==> src/hw/qdsu_defs.svh <==
// Constants of the quad converter serial and update control block.
`ifndef QDSU_DEFS_SVH
`define QDSU_DEFS_SVH
`define QDSU_NUM_CH 4
`define QDSU_SHIFT_W 32
`define QDSU_WORD_W 24
`define QDSU_CODE_W 16
`define QDSU_CMD_MSB 23
`define QDSU_CMD_LSB 20
`define QDSU_ADDR_MSB 19
`define QDSU_ADDR_LSB 16
`define QDSU_DATA_MSB 15
`define QDSU_DATA_LSB 0
`define QDSU_CNT_W 6
`define QDSU_CMD_WR_N 4'h0
`define QDSU_CMD_WR_ALL 4'h8
`define QDSU_CMD_SPAN_N 4'h6
`define QDSU_CMD_SPAN_ALL 4'hE
`define QDSU_CMD_UPD_N 4'h1
`define QDSU_CMD_UPD_ALL 4'h9
`define QDSU_CMD_WR_UPD_N 4'h3
`define QDSU_CMD_WR_N_UPD_ALL 4'h2
`define QDSU_CMD_WR_UPD_ALL 4'hA
`define QDSU_CMD_PD_N 4'h4
`define QDSU_CMD_PD_CHIP 4'h5
`define QDSU_CMD_MUX 4'hB
`define QDSU_CMD_TSEL 4'hC
`define QDSU_CMD_GTOG 4'hD
`define QDSU_CMD_CONFIG 4'h7
`define QDSU_CMD_NOP 4'hF
`define QDSU_MUX_EN_BIT 4
`define QDSU_ZERO_CODE 16'h0000
`define QDSU_MID_CODE 16'h8000
`endif

==> src/hw/qdsu_pkg.sv <==
// Types shared by the quad converter serial and update control block.
package qdsu_pkg;
  typedef logic [15:0] qdsu_code_type;
  typedef logic [2:0] qdsu_span_type;
  typedef struct packed {
    qdsu_code_type code_a;
    qdsu_code_type code_b;
    qdsu_span_type span_in;
    qdsu_code_type dac_code;
    qdsu_span_type dac_span;
    logic powered;
  } qdsu_chan_type;
  typedef struct packed {
    logic cmd_valid;
    logic [3:0] cmd;
    logic [3:0] addr;
    logic [15:0] data;
  } qdsu_cmd_type;
endpackage

==> src/hw/qdsu_serial.sv <==
// Serial shift front end: pin sampling, edge detection, framing and echo.
`timescale 1ns/1ps
`include "qdsu_defs.svh"
module qdsu_serial (
  input wire logic sys_clk,
  input wire logic rst_n,
  input wire logic sck_pin,
  input wire logic sdi_pin,
  input wire logic cs_sync,
  input wire logic cs_rise,
  output qdsu_pkg::qdsu_cmd_type cmd_out,
  output logic sdo_out
);
  typedef struct packed {
    logic [1:0] sck_s;
    logic [1:0] sdi_s;
    logic sck_d;
    logic [31:0] shreg;
    logic sdo;
    qdsu_pkg::qdsu_cmd_type cmd;
  } qdsu_ser_type;

  qdsu_ser_type st_r;
  qdsu_ser_type st_nxt;
  logic sck_rise;
  logic sck_fall;

  // =========================================================
  // Edge finding on the synchronised serial clock.
  assign sck_rise = st_r.sck_s[1] & ~st_r.sck_d;
  assign sck_fall = ~st_r.sck_s[1] & st_r.sck_d;

  // Shifting runs only inside a frame; the last 24 bits form the word.
  always_comb begin
    st_nxt = st_r;
    st_nxt.sck_s = {st_r.sck_s[0], sck_pin};
    st_nxt.sdi_s = {st_r.sdi_s[0], sdi_pin};
    st_nxt.sck_d = st_r.sck_s[1];
    st_nxt.cmd.cmd_valid = 1'b0;
    if (!cs_sync && sck_rise) begin
      st_nxt.shreg = {st_r.shreg[30:0], st_r.sdi_s[1]};
    end
    if (!cs_sync && sck_fall) begin
      st_nxt.sdo = st_r.shreg[31];
    end
    if (cs_rise) begin
      st_nxt.cmd.cmd_valid = 1'b1;
      st_nxt.cmd.cmd = st_r.shreg[`QDSU_CMD_MSB:`QDSU_CMD_LSB];
      st_nxt.cmd.addr = st_r.shreg[`QDSU_ADDR_MSB:`QDSU_ADDR_LSB];
      st_nxt.cmd.data = st_r.shreg[`QDSU_DATA_MSB:`QDSU_DATA_LSB];
    end
  end

  // State register.
  always_ff @(posedge sys_clk or negedge rst_n) begin
    if (!rst_n) begin
      st_r <= '0;
    end else begin
      st_r <= st_nxt;
    end
  end

  assign cmd_out = st_r.cmd;
  assign sdo_out = st_r.sdo;
endmodule

==> src/hw/qdsu_top.sv <==
// Top of the quad converter digital control: framing, updates, toggle, clear.
// =========================================================
`timescale 1ns/1ps
`include "qdsu_defs.svh"
module qdsu_top (
  input wire logic sys_clk,
  input wire logic rst_n,
  input wire logic sck_pin,
  input wire logic sdi_pin,
  input wire logic select_load_n,
  input wire logic load_update_n,
  input wire logic toggle_strobe_pin,
  input wire logic async_clear_n,
  input wire logic span_strap_bit0,
  input wire logic span_strap_bit1,
  input wire logic span_strap_bit2,
  input wire logic reference_comp_pin,
  input wire logic overtemp_event,
  output logic sdo_out,
  output logic sdo_oe,
  output logic overtemp_flag_out,
  output logic overtemp_flag_oe,
  output logic analog_monitor_oe,
  output logic [4:0] mux_select,
  output logic reference_enable,
  output logic [3:0] channel_powered,
  output logic [63:0] dac_codes,
  output logic [11:0] dac_spans
);
  typedef struct packed {
    logic [1:0] cs_s;
    logic cs_d;
    logic [1:0] ld_s;
    logic ld_d;
    logic [1:0] tg_s;
    logic tg_d;
    logic [1:0] clr_s;
    logic [1:0] ot_s;
    logic [1:0] sp0_s;
    logic [1:0] strap_wait;
    logic [1:0] sp1_s;
    logic [1:0] sp2_s;
    logic [1:0] rc_s;
    logic strap_done;
    logic [2:0] strap_span;
    logic ref_en;
    logic ld_pending;
    logic [3:0] tsel;
    logic gtog_b;
    logic [4:0] mux;
    logic ot_flag;
    logic sdo_oe;
    qdsu_pkg::qdsu_chan_type [3:0] ch;
  } qdsu_top_type;

  qdsu_top_type st_r;
  qdsu_top_type st_nxt;
  qdsu_pkg::qdsu_cmd_type cmd;
  logic ser_sdo;
  logic cs_sync;
  logic cs_rise;
  logic ld_fall;
  logic tg_fall;
  logic tg_rise;
  logic clr_low;
  qdsu_pkg::qdsu_code_type reset_code;

  // =========================================================
  // Synchronised pin levels and their edges; first stages feed second only.
  assign cs_sync = st_r.cs_s[1];
  assign cs_rise = st_r.cs_s[1] & ~st_r.cs_d;
  assign ld_fall = ~st_r.ld_s[1] & st_r.ld_d;
  assign tg_fall = ~st_r.tg_s[1] & st_r.tg_d;
  assign tg_rise = st_r.tg_s[1] & ~st_r.tg_d;
  assign clr_low = ~st_r.clr_s[1];
  // Odd strap codes pick mid-scale; the span table itself lives in the analog side.
  assign reset_code = st_r.strap_span[0] ? `QDSU_MID_CODE : `QDSU_ZERO_CODE;

  // The front end owns the serial clock domain crossing and hands over one
  // decoded word per frame, so this module never sees raw serial clock edges.
  qdsu_serial u_serial (
    .sys_clk(sys_clk),
    .rst_n(rst_n),
    .sck_pin(sck_pin),
    .sdi_pin(sdi_pin),
    .cs_sync(cs_sync),
    .cs_rise(cs_rise),
    .cmd_out(cmd),
    .sdo_out(ser_sdo)
  );

  // =========================================================
  // Next-state logic: commands first, then pin updates, clear last.
  always_comb begin
    logic upd_all;
    logic [3:0] upd_mask;
    logic [3:0] hit;
    upd_all = 1'b0;
    upd_mask = 4'h0;
    hit = 4'h0;
    st_nxt = st_r;
    st_nxt.cs_s = {st_r.cs_s[0], select_load_n};
    st_nxt.cs_d = st_r.cs_s[1];
    st_nxt.ld_s = {st_r.ld_s[0], load_update_n};
    st_nxt.ld_d = st_r.ld_s[1];
    st_nxt.tg_s = {st_r.tg_s[0], toggle_strobe_pin};
    st_nxt.tg_d = st_r.tg_s[1];
    st_nxt.clr_s = {st_r.clr_s[0], async_clear_n};
    st_nxt.ot_s = {st_r.ot_s[0], overtemp_event};
    st_nxt.sp0_s = {st_r.sp0_s[0], span_strap_bit0};
    st_nxt.sp1_s = {st_r.sp1_s[0], span_strap_bit1};
    st_nxt.sp2_s = {st_r.sp2_s[0], span_strap_bit2};
    st_nxt.rc_s = {st_r.rc_s[0], reference_comp_pin};
    // Straps are caught once, on the third edge after reset release.
    // The wait shifter lets both synchroniser stages fill with pin levels first;
    // catching any earlier would latch the reset zeros instead of the straps.
    st_nxt.strap_wait = {st_r.strap_wait[0], 1'b1};
    if (!st_r.strap_done && st_r.strap_wait[1]) begin
      st_nxt.strap_done = 1'b1;
      st_nxt.strap_span = {st_r.sp2_s[1], st_r.sp1_s[1], st_r.sp0_s[1]};
      st_nxt.ref_en = st_r.rc_s[1];
      for (int i = 0; i < `QDSU_NUM_CH; i++) begin
        st_nxt.ch[i].span_in = {st_r.sp2_s[1], st_r.sp1_s[1], st_r.sp0_s[1]};
        st_nxt.ch[i].dac_span = {st_r.sp2_s[1], st_r.sp1_s[1], st_r.sp0_s[1]};
        st_nxt.ch[i].code_a = st_r.sp0_s[1] ? `QDSU_MID_CODE : `QDSU_ZERO_CODE;
        st_nxt.ch[i].code_b = st_r.sp0_s[1] ? `QDSU_MID_CODE : `QDSU_ZERO_CODE;
        st_nxt.ch[i].dac_code = st_r.sp0_s[1] ? `QDSU_MID_CODE : `QDSU_ZERO_CODE;
      end
    end
    // Serial output drives only inside a frame.
    // The line floats outside frames, so a pull resistor must set its idle level.
    st_nxt.sdo_oe = ~cs_sync;
    // Flag is set by the event; release on select rising unless still hot.
    // Set wins over release, so a die that stays hot keeps the flag asserted
    // however often the host closes frames.
    if (st_r.ot_s[1]) begin
      st_nxt.ot_flag = 1'b1;
    end else if (cs_rise) begin
      st_nxt.ot_flag = 1'b0;
    end
    // Load pin fall while framed is remembered until the frame closes.
    // Updating mid-frame would race the command still being shifted in,
    // so the pending bit carries the request past the select rising edge.
    if (ld_fall && !cs_sync) begin
      st_nxt.ld_pending = 1'b1;
    end
    if ((ld_fall && cs_sync) || (st_r.ld_pending && cs_sync)) begin
      upd_all = 1'b1;
      st_nxt.ld_pending = 1'b0;
    end
    // Channel address decode for single-channel commands.
    // Addresses above three match no channel, so such commands do nothing, except write-and-update-all, which still updates every channel.
    // Decoding the full field keeps stray pad bits from aliasing onto a channel.
    for (int i = 0; i < `QDSU_NUM_CH; i++) begin
      hit[i] = (cmd.addr == 4'(i));
    end
    if (cmd.cmd_valid) begin
      case (cmd.cmd)
        // Code writes land in the primary input register only.
        // The output follows only when an update is part of the same command.
        `QDSU_CMD_WR_N, `QDSU_CMD_WR_UPD_N, `QDSU_CMD_WR_N_UPD_ALL: begin
          for (int i = 0; i < `QDSU_NUM_CH; i++) begin
            if (hit[i]) st_nxt.ch[i].code_a = cmd.data;
          end
          if (cmd.cmd == `QDSU_CMD_WR_UPD_N) upd_mask = hit;
          if (cmd.cmd == `QDSU_CMD_WR_N_UPD_ALL) upd_all = 1'b1;
        end
        `QDSU_CMD_WR_ALL, `QDSU_CMD_WR_UPD_ALL: begin
          for (int i = 0; i < `QDSU_NUM_CH; i++) st_nxt.ch[i].code_a = cmd.data;
          if (cmd.cmd == `QDSU_CMD_WR_UPD_ALL) upd_all = 1'b1;
        end
        // Span writes are buffered like codes and reach the output on update.
        // Only the low three data bits carry a span; the rest are ignored.
        `QDSU_CMD_SPAN_N: begin
          for (int i = 0; i < `QDSU_NUM_CH; i++) begin
            if (hit[i]) st_nxt.ch[i].span_in = cmd.data[2:0];
          end
        end
        `QDSU_CMD_SPAN_ALL: begin
          for (int i = 0; i < `QDSU_NUM_CH; i++) st_nxt.ch[i].span_in = cmd.data[2:0];
        end
        // Plain updates copy whatever the input registers hold.
        // The copy itself happens in the shared update loop below.
        `QDSU_CMD_UPD_N: begin
          upd_mask = hit;
        end
        `QDSU_CMD_UPD_ALL: begin
          upd_all = 1'b1;
        end
        // Power-down is refused while the load pin is low.
        // The synchronised level is used so a glitch cannot sneak one through.
        `QDSU_CMD_PD_N: begin
          for (int i = 0; i < `QDSU_NUM_CH; i++) begin
            if (hit[i] && st_r.ld_s[1]) st_nxt.ch[i].powered = 1'b0;
          end
        end
        `QDSU_CMD_PD_CHIP: begin
          if (st_r.ld_s[1]) begin
            for (int i = 0; i < `QDSU_NUM_CH; i++) st_nxt.ch[i].powered = 1'b0;
            st_nxt.mux = 5'h00;
          end
        end
        // The mux code carries its own enable in bit four.
        // A zero code therefore also floats the monitor output.
        `QDSU_CMD_MUX: begin
          st_nxt.mux = cmd.data[4:0];
        end
        // One select bit per channel decides who follows toggle events.
        // Clear returns every select bit to zero.
        `QDSU_CMD_TSEL: begin
          st_nxt.tsel = cmd.data[3:0];
        end
        // The software toggle picks primary or alternate for selected channels.
        // It acts at once, like a pin edge, without a separate update.
        `QDSU_CMD_GTOG: begin
          st_nxt.gtog_b = cmd.data[0];
          for (int i = 0; i < `QDSU_NUM_CH; i++) begin
            if (st_r.tsel[i]) begin
              st_nxt.ch[i].dac_code = cmd.data[0] ? st_r.ch[i].code_b : st_r.ch[i].code_a;
            end
          end
        end
        // Configuration and no-operation codes change nothing in this block.
        // Every other code has its own branch above, so a corrupt frame still acts as some command.
        default: begin
        end
      endcase
    end
    // No serial command writes the alternate register; it only ever holds the
    // power-on or clear code, which limits pin toggling to that value.
    // Updates copy input registers and power the channel.
    // Copies read the next input values, so a write with update lands at once.
    for (int i = 0; i < `QDSU_NUM_CH; i++) begin
      if (upd_all || upd_mask[i]) begin
        st_nxt.ch[i].dac_code = st_nxt.ch[i].code_a;
        st_nxt.ch[i].dac_span = st_nxt.ch[i].span_in;
        st_nxt.ch[i].powered = 1'b1;
      end
      // A held-low load pin keeps every channel powered on every cycle,
      // which is what makes software power-down ineffective meanwhile.
      if (!st_r.ld_s[1]) begin
        st_nxt.ch[i].powered = 1'b1;
      end
      // Toggle edges come after commands and updates so they win over a command in the same cycle.
      // Unselected channels never see either edge.
      if (st_r.tsel[i] && tg_fall) begin
        st_nxt.ch[i].dac_code = st_r.ch[i].code_a;
        st_nxt.ch[i].powered = 1'b1;
      end
      if (st_r.tsel[i] && tg_rise) begin
        st_nxt.ch[i].dac_code = st_r.ch[i].code_b;
        st_nxt.ch[i].powered = 1'b1;
      end
    end
    // Clear is a level: while low, codes, spans, toggle selects, mux and pending load are held at strap defaults.
    // It is applied last so that none of those can escape it in any cycle; power state and the flag are left alone.
    if (clr_low) begin
      st_nxt.tsel = 4'h0;
      st_nxt.gtog_b = 1'b0;
      st_nxt.mux = 5'h00;
      st_nxt.ld_pending = 1'b0;
      for (int i = 0; i < `QDSU_NUM_CH; i++) begin
        st_nxt.ch[i].code_a = reset_code;
        st_nxt.ch[i].code_b = reset_code;
        st_nxt.ch[i].dac_code = reset_code;
        st_nxt.ch[i].span_in = st_r.strap_span;
        st_nxt.ch[i].dac_span = st_r.strap_span;
      end
    end
  end

  // State register; straps are not read here because reset takes constants.
  always_ff @(posedge sys_clk or negedge rst_n) begin
    if (!rst_n) begin
      st_r <= '0;
      // Active-low pins restart at their idle high level, so no false edge follows.
      st_r.cs_s <= 2'b11;
      st_r.cs_d <= 1'b1;
      st_r.ld_s <= 2'b11;
      st_r.ld_d <= 1'b1;
      st_r.clr_s <= 2'b11;
    end else begin
      st_r <= st_nxt;
    end
  end

  // =========================================================
  // Outputs, all straight from state flip-flops except the flag pin, which is tied low.
  assign sdo_out = ser_sdo;
  assign sdo_oe = st_r.sdo_oe;
  // The flag pin is open drain: it only ever pulls low, and the enable says when.
  // The board pull-up supplies the released high level.
  assign overtemp_flag_out = 1'b0;
  assign overtemp_flag_oe = st_r.ot_flag;
  assign analog_monitor_oe = st_r.mux[`QDSU_MUX_EN_BIT];
  assign mux_select = st_r.mux;
  assign reference_enable = st_r.ref_en;
  generate
    for (genvar g = 0; g < `QDSU_NUM_CH; g++) begin : g_ch
      assign channel_powered[g] = st_r.ch[g].powered;
      assign dac_codes[16*g +: 16] = st_r.ch[g].dac_code;
      assign dac_spans[3*g +: 3] = st_r.ch[g].dac_span;
    end
  endgenerate
endmodule

==> config.mk <==
export PLATFORM = sky130hd
export DESIGN_NAME = qdsu_top
export DESIGN_NICKNAME = d
export VERILOG_FILES = /design/src/hw/qdsu_pkg.sv /design/src/hw/qdsu_serial.sv /design/src/hw/qdsu_top.sv
export VERILOG_INCLUDE_DIRS = /design/src /design/src/hw
export SDC_FILE = /design/constraint.sdc
export NUM_CORES = 1
export LEC_CHECK = 0
export BUFFER_PORTS_ARGS = -buffer_cell sky130_fd_sc_hd__buf_2
export CAP_MARGIN = 10
export CORE_MARGIN = 1.5
export CORE_UTILIZATION = 30
export DETAILED_ROUTE_END_ITERATION = 6
export SKIP_LAST_GASP = 1
export SYNTH_ARGS = -nofsm -noshare
export SYNTH_HDL_FRONTEND = slang
export SYNTH_SLANG_ARGS = --single-unit
==> constraint.sdc <==
create_clock -name sys_clk -period 2.9 [get_ports sys_clk]
set_clock_uncertainty 0.1 [all_clocks]
set_input_delay 0.58 -clock sys_clk [delete_from_list [all_inputs] [get_ports sys_clk]]
set_output_delay 0.58 -clock sys_clk [all_outputs]
set_load 0.01 [all_outputs]
==> flow_summary_export.csv, run 1 <==
group,metric,value,unit
outcome,status,"complete, no violations",
power_and_ir_drop,power_density,606,nW/um2
sta,setup-tns-final,0,ns
clocking,path_clk_slew,0.06,ns
grt,grt_pass1_vias,8969,
drt,wl_per_cell,19.7,um
power_and_ir_drop,irDropWorstVdd,0.000313,V
grt,grt_max_degree,85,
sta,period_minus_slack,2.60,ns
setup_path,path_max_fanout,18,
floorplanning,die_width,205,um
sta,maxSlewViolCount,0,
logic_synthesis,synth_nets,1196,
logic_synthesis,yosysTopAreaCellShare,51.5,%
placement,dpl_cell_area,12900,um2
logic_synthesis,synth-edff-count,0,
sta,fin_ws,0.305,ns
clocking,cts_made_buffers,27,
finish,layout-drive-gt1-share,23.5,%
clocking,htree_levels,1,
clocking,cts_num_sinks,260,
floorplanning,boundaryPins,104,
logic_synthesis,syn_inst,1183,
drt,vias,9343,
grt,grt_use_total,16.4,%
clocking,cts_root_buf,"clkbuf_16",
logic_synthesis,yosysSeqAreaShare,53.3,%
finish,design_area,13700,um2
grt,use_met2,25.7,%
clocking,cts_resized,0,
logic_synthesis,syn_area,12200,um2
finish,fin_nets,1217,
worst_hold_path,hold_class,"input pin to flop",
setup_path,startpoint_type,"flop",
placement,hpwl,23700,um
floorplanning,rows,73,
sta,slew_headroom,37.0,%
setup_path,crit_path_end_kind,"flop",
setup_path,crit_start,"u_serial.cmd_out[20]$_DFFE_PN0P_",
floorplanning,dieArea,42000,um2
power_and_ir_drop,comb_power_share,9.7,%
logic_synthesis,ys_ff_latch,260,
finish,n_antenna_cell,0,
grt,grt_pass1_wl,53800,um
setup_path,crit_required,3.23,ns
sta,fin_hold_ws,0.0284,ns
clocking,cts_max_path_buffers,3,
setup_path,path_class,"flop to flop",
power_and_ir_drop,net-switching-power,2.22,mW
logic_synthesis,async_flop_share,100,%
floorplanning,initial_core_util,30.6,%
power_and_ir_drop,p_seq_share,49.3,%
power_and_ir_drop,switching_share,26.7,%
logic_synthesis,synth.distinct_cells,78,
placement,port_buffers,102,
drt,wirelength,34500,um
clocking,cts_tree,"yes",
placement,dp_cells,1699,
power_and_ir_drop,p_leak,6.33,nW
flow_run,cap_violations,0,
grt,top_usage_layer,"met2",
clocking,worstSkewPairLatency,0.55,ns
logic_synthesis,synth_area_leaders,"dfrtp_1, a21oi_1, buf_4",
grt,gr-total-overflow,0,
floorplanning,core_area,40000,um2
grt,use_met3,2.61,%
drt,antenna_left,0,
setup_path,cp.arrival,2.93,ns
drt,drtIter0Drc,776,
sta,rsz0062_at_grt,"no",
clocking,postCtsSetupBuffers,0,
placement,dp_slack,0.306,ns
sta,timing.final.crit_share,89.5,%
placement,gp_congestion,0.894,
drt,drc,0,
sta,setup_violations,0,
sta,tightest_slew,0.942,ns
sta,max_freq,385,MHz
logic_synthesis,yosys_most_used_dff,"dfrtp_1",
sta,hold_viol_final,0,
drt,via_per_inst,5.34,
grt,antenna_found_initial,0,
logic_synthesis,synth.avg_cell_area,10.3,um2
power_and_ir_drop,p_int,6.10,mW
logic_synthesis,ys.warnings.count,0,
setup_path,worstReg2RegStart,"u_serial.cmd_out[20]$_DFFE_PN0P_",
grt,grtUsageMet1,23.4,%
power_and_ir_drop,pwr-share-clk,41.0,%
logic_synthesis,yosysTopAreaCell,"dfrtp_1",
finish,final_cells,1749,
finish,post-route-util,34.3,%
finish,layout-area-overhead-vs-synth,12.3,%
power_and_ir_drop,p_total,8.32,mW
drt,drtPass1Iterations,5,
worst_hold_path,hold_path_startpoint,"select_load_n",
floorplanning,die_y,205,um
==> logic make-up (layout without fill, tap and decap cells) <==
logic type,Yosys count,in the layout,share of synthesized area [%]
AO/OA/AOI/OAI,350,350,19.0
buffers and inverters,175,216,8.59
flip-flops,260,260,53.3
multiplexers,61,61,5.56
other,2,2,0.0614
AND/OR/NAND/NOR,335,335,13.5
==> critical path, stage by stage (launching register included) <==
cell and delay [ns]:
dfrtp_1 0.64, nand2b_1 0.24, a21o_2 0.25, and3_1 0.52, nand3b_4 0.38, a21oi_1 0.07, a221o_1 0.27
==> layout by cell type, fill, tap and decap left out, types with 27 or more instances in the layout <==
master,netlist,final
nand3_1,45,45
clkbuf_16,0,27
mux2_2,55,55
a221o_1,47,47
o21ai_0,34,34
dfrtp_1,252,252
buf_2,24,101
a21oi_1,161,161
nand2_1,99,99
buf_4,91,47
nor2_1,89,88
and3_1,28,28
==> power groups by stage <==
stage / logic, mW / clock network [mW] / registers, mW
global placement: 0.796 / 0 / 4.16
floorplan: 0.538 / 0 / 4.03
finish: 0.808 / 3.41 / 4.10
global route: 0.892 / 3.63 / 4.12
CTS: 0.814 / 3.49 / 4.10
detailed placement: 0.807 / 0 / 4.17
==> timing repair <==
item | CTS | global route
hold endpoints to repair | 73 | 0
setup endpoints to repair | 0 | 0
hold buffers | 1 | 0
==> path summary, 6_finish.rpt <==
| kind | endpoint | slack [ns] | depth (start not counted) |
|---|---|---|---|
| worst max register to register | dac_codes[50]$_DFF_PN0_ | 0.30 | 6 |
| worst max-delay path | dac_codes[50]$_DFF_PN0_ | 0.30 | 6 |
| worst min register to register | st_r[239]$_DFF_PN0_ | 0.24 | 0 |
| max in group asynchronous | st_r[255]$_DFF_PN1_ | 1.38 | 3 |
| worst min-delay path | st_nxt[260]$_DFF_PN1_ | 0.03 | 1 |
| min in group asynchronous | st_nxt[241]$_DFF_PN0_ | 0.54 | 2 |
==> per-layer routing <==
metal  wire length [um]  up-vias
met1              15700     4681
li1                   -     4237
met5                  0        -
met4                824        0
met3               2190       66
met2              15800      359
==> synth_stat cells (4+ instances only) <==
cell type,count
dfrtp_1,252
a21oi_1,161
nand2_1,99
buf_4,91
nor2_1,89
mux2_2,55
a221o_1,47
nand3_1,45
clkbuf_1,38
o21ai_0,34
and3_1,28
buf_2,24
a211oi_1,16
and2_1,13
inv_1,12
o211ai_1,12
nand2b_1,10
o31ai_1,9
o32ai_1,9
dfstp_2,8
nor2b_1,8
a21o_1,7
a31oi_1,7
nor3_1,7
buf_1,6
o21ai_1,6
a22oi_1,5
mux2i_1,5
nand4_1,5
a221oi_1,4
a22o_1,4
a311oi_1,4
==> sequential cells by signal (all words and copies together) (netlist names), 3 cells and up <==
name              cells
channel_powered       4
dac_codes            64
dac_spans            12
mux_select            5
st_nxt               12
st_r                 96
u_serial.cmd_out     25
u_serial.st_nxt       3
u_serial.st_r        34
==> final cells by class <==
class                   count  area, um2
clock inverters            10        100
repair buffers            154        963
well taps                 525        657
fillers                  4073      26300
multi-input cells         748       4680
flip-flops and latches    260       6520
inverters                  13       48.8
clock buffers              39        771
Note: power is estimated with default switching activity, not from simulation.
==> run 2: changes to the inputs <==
--- a/config.mk
+++ b/config.mk
@@ -9,7 +9,7 @@
 export BUFFER_PORTS_ARGS = -buffer_cell sky130_fd_sc_hd__buf_2
 export CAP_MARGIN = 10
 export CORE_MARGIN = 1.5
-export CORE_UTILIZATION = 30
+export CORE_UTILIZATION = 40
 export DETAILED_ROUTE_END_ITERATION = 6
 export SKIP_LAST_GASP = 1
 export SYNTH_ARGS = -nofsm -noshare
==> flow_summary_export.csv, run 2 (synthesis results as in run 1) <==
group,metric,value,unit
outcome,status,"complete, no violations",
clocking,cts_num_sinks,260,
drt,drtIter0Drc,742,
sta,tightest_slew,0.876,ns
power_and_ir_drop,p_seq_share,47.4,%
drt,drtPass1Iterations,5,
finish,n_antenna_cell,0,
worst_hold_path,hold_path_startpoint,"load_update_n",
drt,antenna_left,0,
floorplanning,dieArea,31600,um2
grt,gr-total-overflow,0,
sta,timing.final.crit_share,90.2,%
sta,maxSlewViolCount,0,
floorplanning,die_width,178,um
setup_path,crit_required,3.23,ns
placement,hpwl,21800,um
clocking,cts_root_buf,"clkbuf_16",
floorplanning,die_y,178,um
setup_path,rrSetupSlack,0.29,ns
power_and_ir_drop,p_leak,6.41,nW
finish,largest_register,"st_r",
drt,via_per_inst,5.67,
setup_path,worstReg2RegStart,"u_serial.cmd_out[20]$_DFFE_PN0P_",
finish,n_fill_cell,2845,
placement,port_buffers,102,
finish,register_area,6520,um2
grt,grt_max_degree,67,
placement,gp_congestion,0.938,
clocking,htree_levels,1,
floorplanning,rows,63,
setup_path,cp.arrival,2.95,ns
setup_path,reg2reg_to,"dac_codes[58]$_DFF_PN0_",
clocking,cts_tree,"yes",
floorplanning,core_area,29900,um2
setup_path,path_max_fanout,18,
flow_run,cap_violations,0,
floorplanning,boundaryPins,104,
grt,antenna_found_initial,0,
clocking,path_clk_slew,0.06,ns
setup_path,startpoint_type,"flop",
finish,layout-drive-gt1-share,24.2,%
power_and_ir_drop,p_int,6.43,mW
grt,grt_use_total,20.5,%
clocking,worstSkewPairLatency,0.55,ns
worst_hold_path,hold_path_end,"st_nxt[257]$_DFF_PN1_",
setup_path,crit_path_end_kind,"flop",
finish,final_common_cell,"dfrtp_1",
worst_hold_path,holdPathStages,1,
drt,wirelength,32400,um
sta,setup-tns-final,0,ns
floorplanning,initial_core_util,41.0,%
sta,setup_violations,0,
power_and_ir_drop,irDropWorstVdd,0.000390,V
finish,mostFrequentLayoutCells,"dfrtp_1, a21oi_1, buf_2, nand2_1, nor2_1",
worst_hold_path,hold_class,"input pin to flop",
grt,grt_pass1_wl,50800,um
finish,layout-area-overhead-vs-synth,12.1,%
sta,rsz0062_at_grt,"no",
clocking,cts_max_path_buffers,3,
sta,max_freq,382,MHz
sta,fin_hold_ws,0.0387,ns
power_and_ir_drop,power_density,628,nW/um2
finish,largest_reg_flops,96,
power_and_ir_drop,switching_share,25.4,%
sta,hold_viol_final,0,
setup_path,r2r.worst_path.cells,6,
drt,wl_per_cell,20.0,um
drt,vias,9171,
grt,grt_pass1_vias,8732,
setup_path,crit_start,"u_serial.cmd_out[20]$_DFFE_PN0P_",
power_and_ir_drop,comb_power_share,9.2,%
clocking,cts_made_buffers,28,
finish,multi_input_area,4680,um2
drt,drc,0,
power_and_ir_drop,net-switching-power,2.19,mW
sta,period_minus_slack,2.61,ns
power_and_ir_drop,pwr-share-clk,43.4,%
finish,fin_nets,1220,
setup_path,path_class,"flop to flop",
sta,slew_headroom,41.4,%
## run 2: cell count changes in the layout (fill, tap and decap cells not counted), sizes merged
| cell | delta |
|---|---|
| buf | +2 |
| bufinv | +2 |
| clkinv | +1 |
| clkinvlp | -1 |
## run 2: layout make-up
class,count,share of cell area [%]
Inverter,13,0.356
Timing Repair Buffer,156,7.23
Clock inverter,12,1.14
Clock buffer,39,6.07
Multi-Input combinational cell,748,34.1
Tap cell,390,3.56
Sequential cell,260,47.5
## run 2: metrics by stage
step | setup slack (ns) | util, % | power [mW] | cell area (um2) | std cells
CTS | 0.263 | 45.9 | 8.71 | 13700 | 1618
global route | 0.106 | 45.9 | 8.94 | 13700 | 1618
finish | 0.285 | 45.9 | 8.61 | 13700 | 1618
detailed placement | 0.282 | 42.6 | 4.95 | 12700 | 1566
floorplan | 0.809 | - | 4.57 | 12200 | 1183
global placement | 0.392 | 42.6 | 4.94 | 12700 | 1566
## run 2: repair_timing
item,4_1_cts,5_1_grt
hold buffers,1,0
hold endpoints to repair,39,0
gates resized for setup,0,0
buffers inserted,0,0
## run 2: worst max path at each step
stage                              endpoint  slack, ns  cells past startpoint
floorplan           dac_codes[53]$_DFF_PN0_       0.81                      9
global placement    dac_codes[57]$_DFF_PN0_       0.39                      6
detailed placement  dac_codes[50]$_DFF_PN0_       0.28                      6
CTS                 dac_codes[50]$_DFF_PN0_       0.26                      6
global route        dac_codes[55]$_DFF_PN0_       0.11                      6
finish              dac_codes[58]$_DFF_PN0_       0.29                      6
## run 2: worst max-delay path: stages, from the launching register on
cell	delay, ns
dfrtp_1	0.65
nand2b_1	0.25
a21o_2	0.25
and3_1	0.52
nand3b_4	0.38
a21oi_1	0.07
a221o_1	0.27
## run 2: power groups by stage
stage / Clock, mW / Combinational [mW] / Sequential [mW]
after floorplan: 0 / 0.538 / 4.03
after global placement: 0 / 0.790 / 4.15
after detailed placement: 0 / 0.797 / 4.15
after CTS: 3.83 / 0.804 / 4.08
after global routing: 3.96 / 0.877 / 4.11
final: 3.74 / 0.795 / 4.08
## run 2: metal layers
layer	GRT usage [%]	share of wire [%]	vias up
met5	0	0	-
li1	-	-	4245
met4	5.78	2.4	0
met2	31.7	46	321
met3	3.30	6.3	58
met1	29.7	46	4547
==> run 3: changes to the inputs <==
--- a/config.mk
+++ b/config.mk
@@ -6,6 +6,7 @@
 export SDC_FILE = /design/constraint.sdc
 export NUM_CORES = 1
 export LEC_CHECK = 0
+export ABC_AREA = 1
 export BUFFER_PORTS_ARGS = -buffer_cell sky130_fd_sc_hd__buf_2
 export CAP_MARGIN = 10
 export CORE_MARGIN = 1.5
==> flow_summary_export.csv, run 3 <==
group,metric,value,unit
logic_synthesis,synth_compound_area_share,10.2,%
clocking,htree_levels,1,
drt,antenna_left,0,
logic_synthesis,yosysSeqAreaShare,44.9,%
logic_synthesis,synthAdderAreaFrac,0,%
sta,max_freq,372,MHz
drt,drc,7,
logic_synthesis,syn_area,14500,um2
finish,layout-drive-gt1-share,14.9,%
setup_path,path_max_fanout,30,
placement,dpl_cell_area,14900,um2
floorplanning,core_area,35700,um2
power_and_ir_drop,p_total,9.14,mW
sta,period_minus_slack,2.69,ns
floorplanning,die_y,193,um
finish,mostFrequentLayoutCells,"nand2_1, dfrtp_1, nor2_1, o21ai_0, nand3_1",
clocking,cts_resized,0,
grt,gr-total-overflow,0,
sta,maxSlewViolCount,0,
sta,rsz0062_at_grt,"no",
finish,fin_nets,1996,
logic_synthesis,synth_top_family_by_area,"simple AND/OR/NAND/NOR gates",
placement,port_buffers,102,
power_and_ir_drop,irDropWorstVdd,0.000440,V
logic_synthesis,synth_area_leaders,"dfrtp_1, nand2_1, nor2_1",
clocking,cts_made_buffers,30,
clocking,cts_max_path_buffers,3,
logic_synthesis,synth-edff-count,0,
power_and_ir_drop,p_leak,8.52,nW
placement,dp_cells,2408,
floorplanning,boundaryPins,104,
clocking,worstSkewPairLatency,0.56,ns
finish,largest_register,"st_r",
grt,grt_pass1_vias,12200,
clocking,cts_tree,"yes",
drt,via_per_inst,5.25,
finish,final_common_cell,"nand2_1",
floorplanning,rows,69,
finish,n_antenna_cell,0,
setup_path,cp.arrival,2.99,ns
logic_synthesis,ys_ff_latch,260,
logic_synthesis,syn_inst,1984,
finish,largest_reg_flops,96,
finish,final_cells,2468,
placement,hpwl,30000,um
finish,design_area,15900,um2
setup_path,r2r.worst_path.cells,12,
setup_path,crit_path_end_kind,"flop",
logic_synthesis,yosys.cell_count.top_type,"nand2_1",
grt,antenna_found_initial,0,
logic_synthesis,async_flop_share,100,%
floorplanning,initial_core_util,40.7,%
logic_synthesis,synth_xor_xnor_area_share,0,%
placement,dp_slack,0.317,ns
finish,post-route-util,44.6,%
logic_synthesis,synth-simple-area-share,32.5,%
setup_path,path_class,"flop to flop",
outcome,violations,"DRC",
clocking,path_clk_slew,0.06,ns
sta,timing.final.crit_share,92.6,%
finish,register_area,6520,um2
logic_synthesis,synth.avg_cell_area,7.31,um2
logic_synthesis,synthMuxAreaShare,2.41,%
flow_run,cap_violations,0,
logic_synthesis,ys.warnings.count,0,
setup_path,startpoint_type,"flop",
grt,grt_max_degree,96,
logic_synthesis,synth_nets,1997,
floorplanning,dieArea,37400,um2
finish,multi_input_area,6560,um2
grt,grt_use_total,23.6,%
power_and_ir_drop,power_density,574,nW/um2
drt,drtPass1Iterations,7,
sta,tightest_slew,0.711,ns
finish,layout-area-overhead-vs-synth,9.77,%
grt,grt_pass1_wl,70300,um
logic_synthesis,synth.distinct_cells,36,
sta,setup-tns-final,0,ns
floorplanning,die_width,193,um
worst_hold_path,holdPathStages,1,
finish,n_fill_cell,3661,
clocking,cts_num_sinks,260,
logic_synthesis,yosysTopAreaCellShare,43.5,%
sta,fin_ws,0.215,ns
worst_hold_path,hold_class,"input pin to flop",
sta,hold_viol_final,0,
logic_synthesis,synth_common_cells,"nand2_1, dfrtp_1, nor2_1",
drt,wl_per_cell,17.9,um
placement,gp_congestion,0.900,
sta,fin_hold_ws,0.0232,ns
sta,setup_violations,0,
sta,slew_headroom,52.6,%
drt,vias,12900,
setup_path,crit_required,3.21,ns
clocking,cts_root_buf,"clkbuf_16",
logic_synthesis,yosysTopAreaCell,"dfrtp_1",
logic_synthesis,yosys_most_used_dff,"dfrtp_1",
drt,wirelength,44100,um
outcome,status,"finished with violations",
drt,drtIter0Drc,1194,
[run 3: cell count changes after synthesis, moves of 13 or more]
cell	previous run	this run
inv_1	12	76
o21bai_1	1	26
nand3_1	45	115
and3_1	28	0
nand2_1	99	713
and2_1	13	0
o21ai_0	34	161
a221o_1	47	0
a211oi_1	16	0
nor2_1	89	250
or2_2	2	18
a21oi_1	161	58
mux2_2	55	31
[run 3: routing by layer]
| layer | up-vias | track usage (%) | wire (um) | share of wire (%) |
|---|---|---|---|---|
| met5 | - | 0 | 0 | 0 |
| met3 | 86 | 2.95 | 2500 | 5.7 |
| met4 | 0 | 7.58 | 1320 | 3.0 |
| li1 | 6223 | - | - | - |
| met1 | 6215 | 33.2 | 19900 | 45 |
| met2 | 425 | 38.0 | 20400 | 46 |
[run 3: logic make-up (layout without fill, tap and decap cells)]
kind of cell,after synthesis,count (layout)
simple gates,1146,1146
compound gates,273,273
buf+inv,272,295
flops,260,260
mux,31,31
other cells,2,2
[run 3: cell type report]
| class | instances | share of cell area, % |
|---|---|---|
| clock inverter | 9 | 0.597 |
| clock buffer | 47 | 5.69 |
| sequential | 260 | 40.9 |
| timing repair buffer | 152 | 5.91 |
| tap | 461 | 3.62 |
| multi-input combinational | 1452 | 41.2 |
| inverter | 87 | 2.05 |
[run 3: path summary, 6_finish.rpt]
| check | endpoint | startpoint | slack, ns |
|---|---|---|---|
| worst max-delay path | dac_codes[1]$_DFF_PN0_ | u_serial.cmd_out[23]$_DFFE_PN0P_ | 0.21 |
| worst min-delay path | st_nxt[257]$_DFF_PN1_ | load_update_n | 0.02 |
| worst max register to register | dac_codes[1]$_DFF_PN0_ | u_serial.cmd_out[23]$_DFFE_PN0P_ | 0.21 |
| worst min register to register | u_serial.st_nxt[58]$_DFF_PN0_ | u_serial.st_nxt[62]$_DFF_PN0_ | 0.25 |
| max in group asynchronous | st_nxt[257]$_DFF_PN1_ | rst_n | 1.43 |
| min in group asynchronous | dac_codes[37]$_DFF_PN0_ | rst_n | 0.40 |
[run 3: worst max-delay path: stages (launching register included)]
cell and delay [ns]:
dfrtp_1 0.45, inv_2 0.11, nor2_4 0.12, nand2_4 0.17
nand2_4 0.12, nand2_4 0.22, buf_4 0.29, nor2_1 0.43
nand2_1 0.14, nand2_1 0.11, nor2_1 0.04, o21ai_0 0.16
nor2_1 0.06
[run 3: what timing repair did]
item / 4_1_cts / 5_1_grt
hold buffers: 3 / 0
buffers inserted: 0 / 0
endpoints found under the hold margin: 41 / 0
[run 3: power breakdown]
part / internal, mW / switching, mW
combinational: 0.368 / 0.751
clock: 2.31 / 1.57
sequential: 3.89 / 0.258
total: 6.56 / 2.58
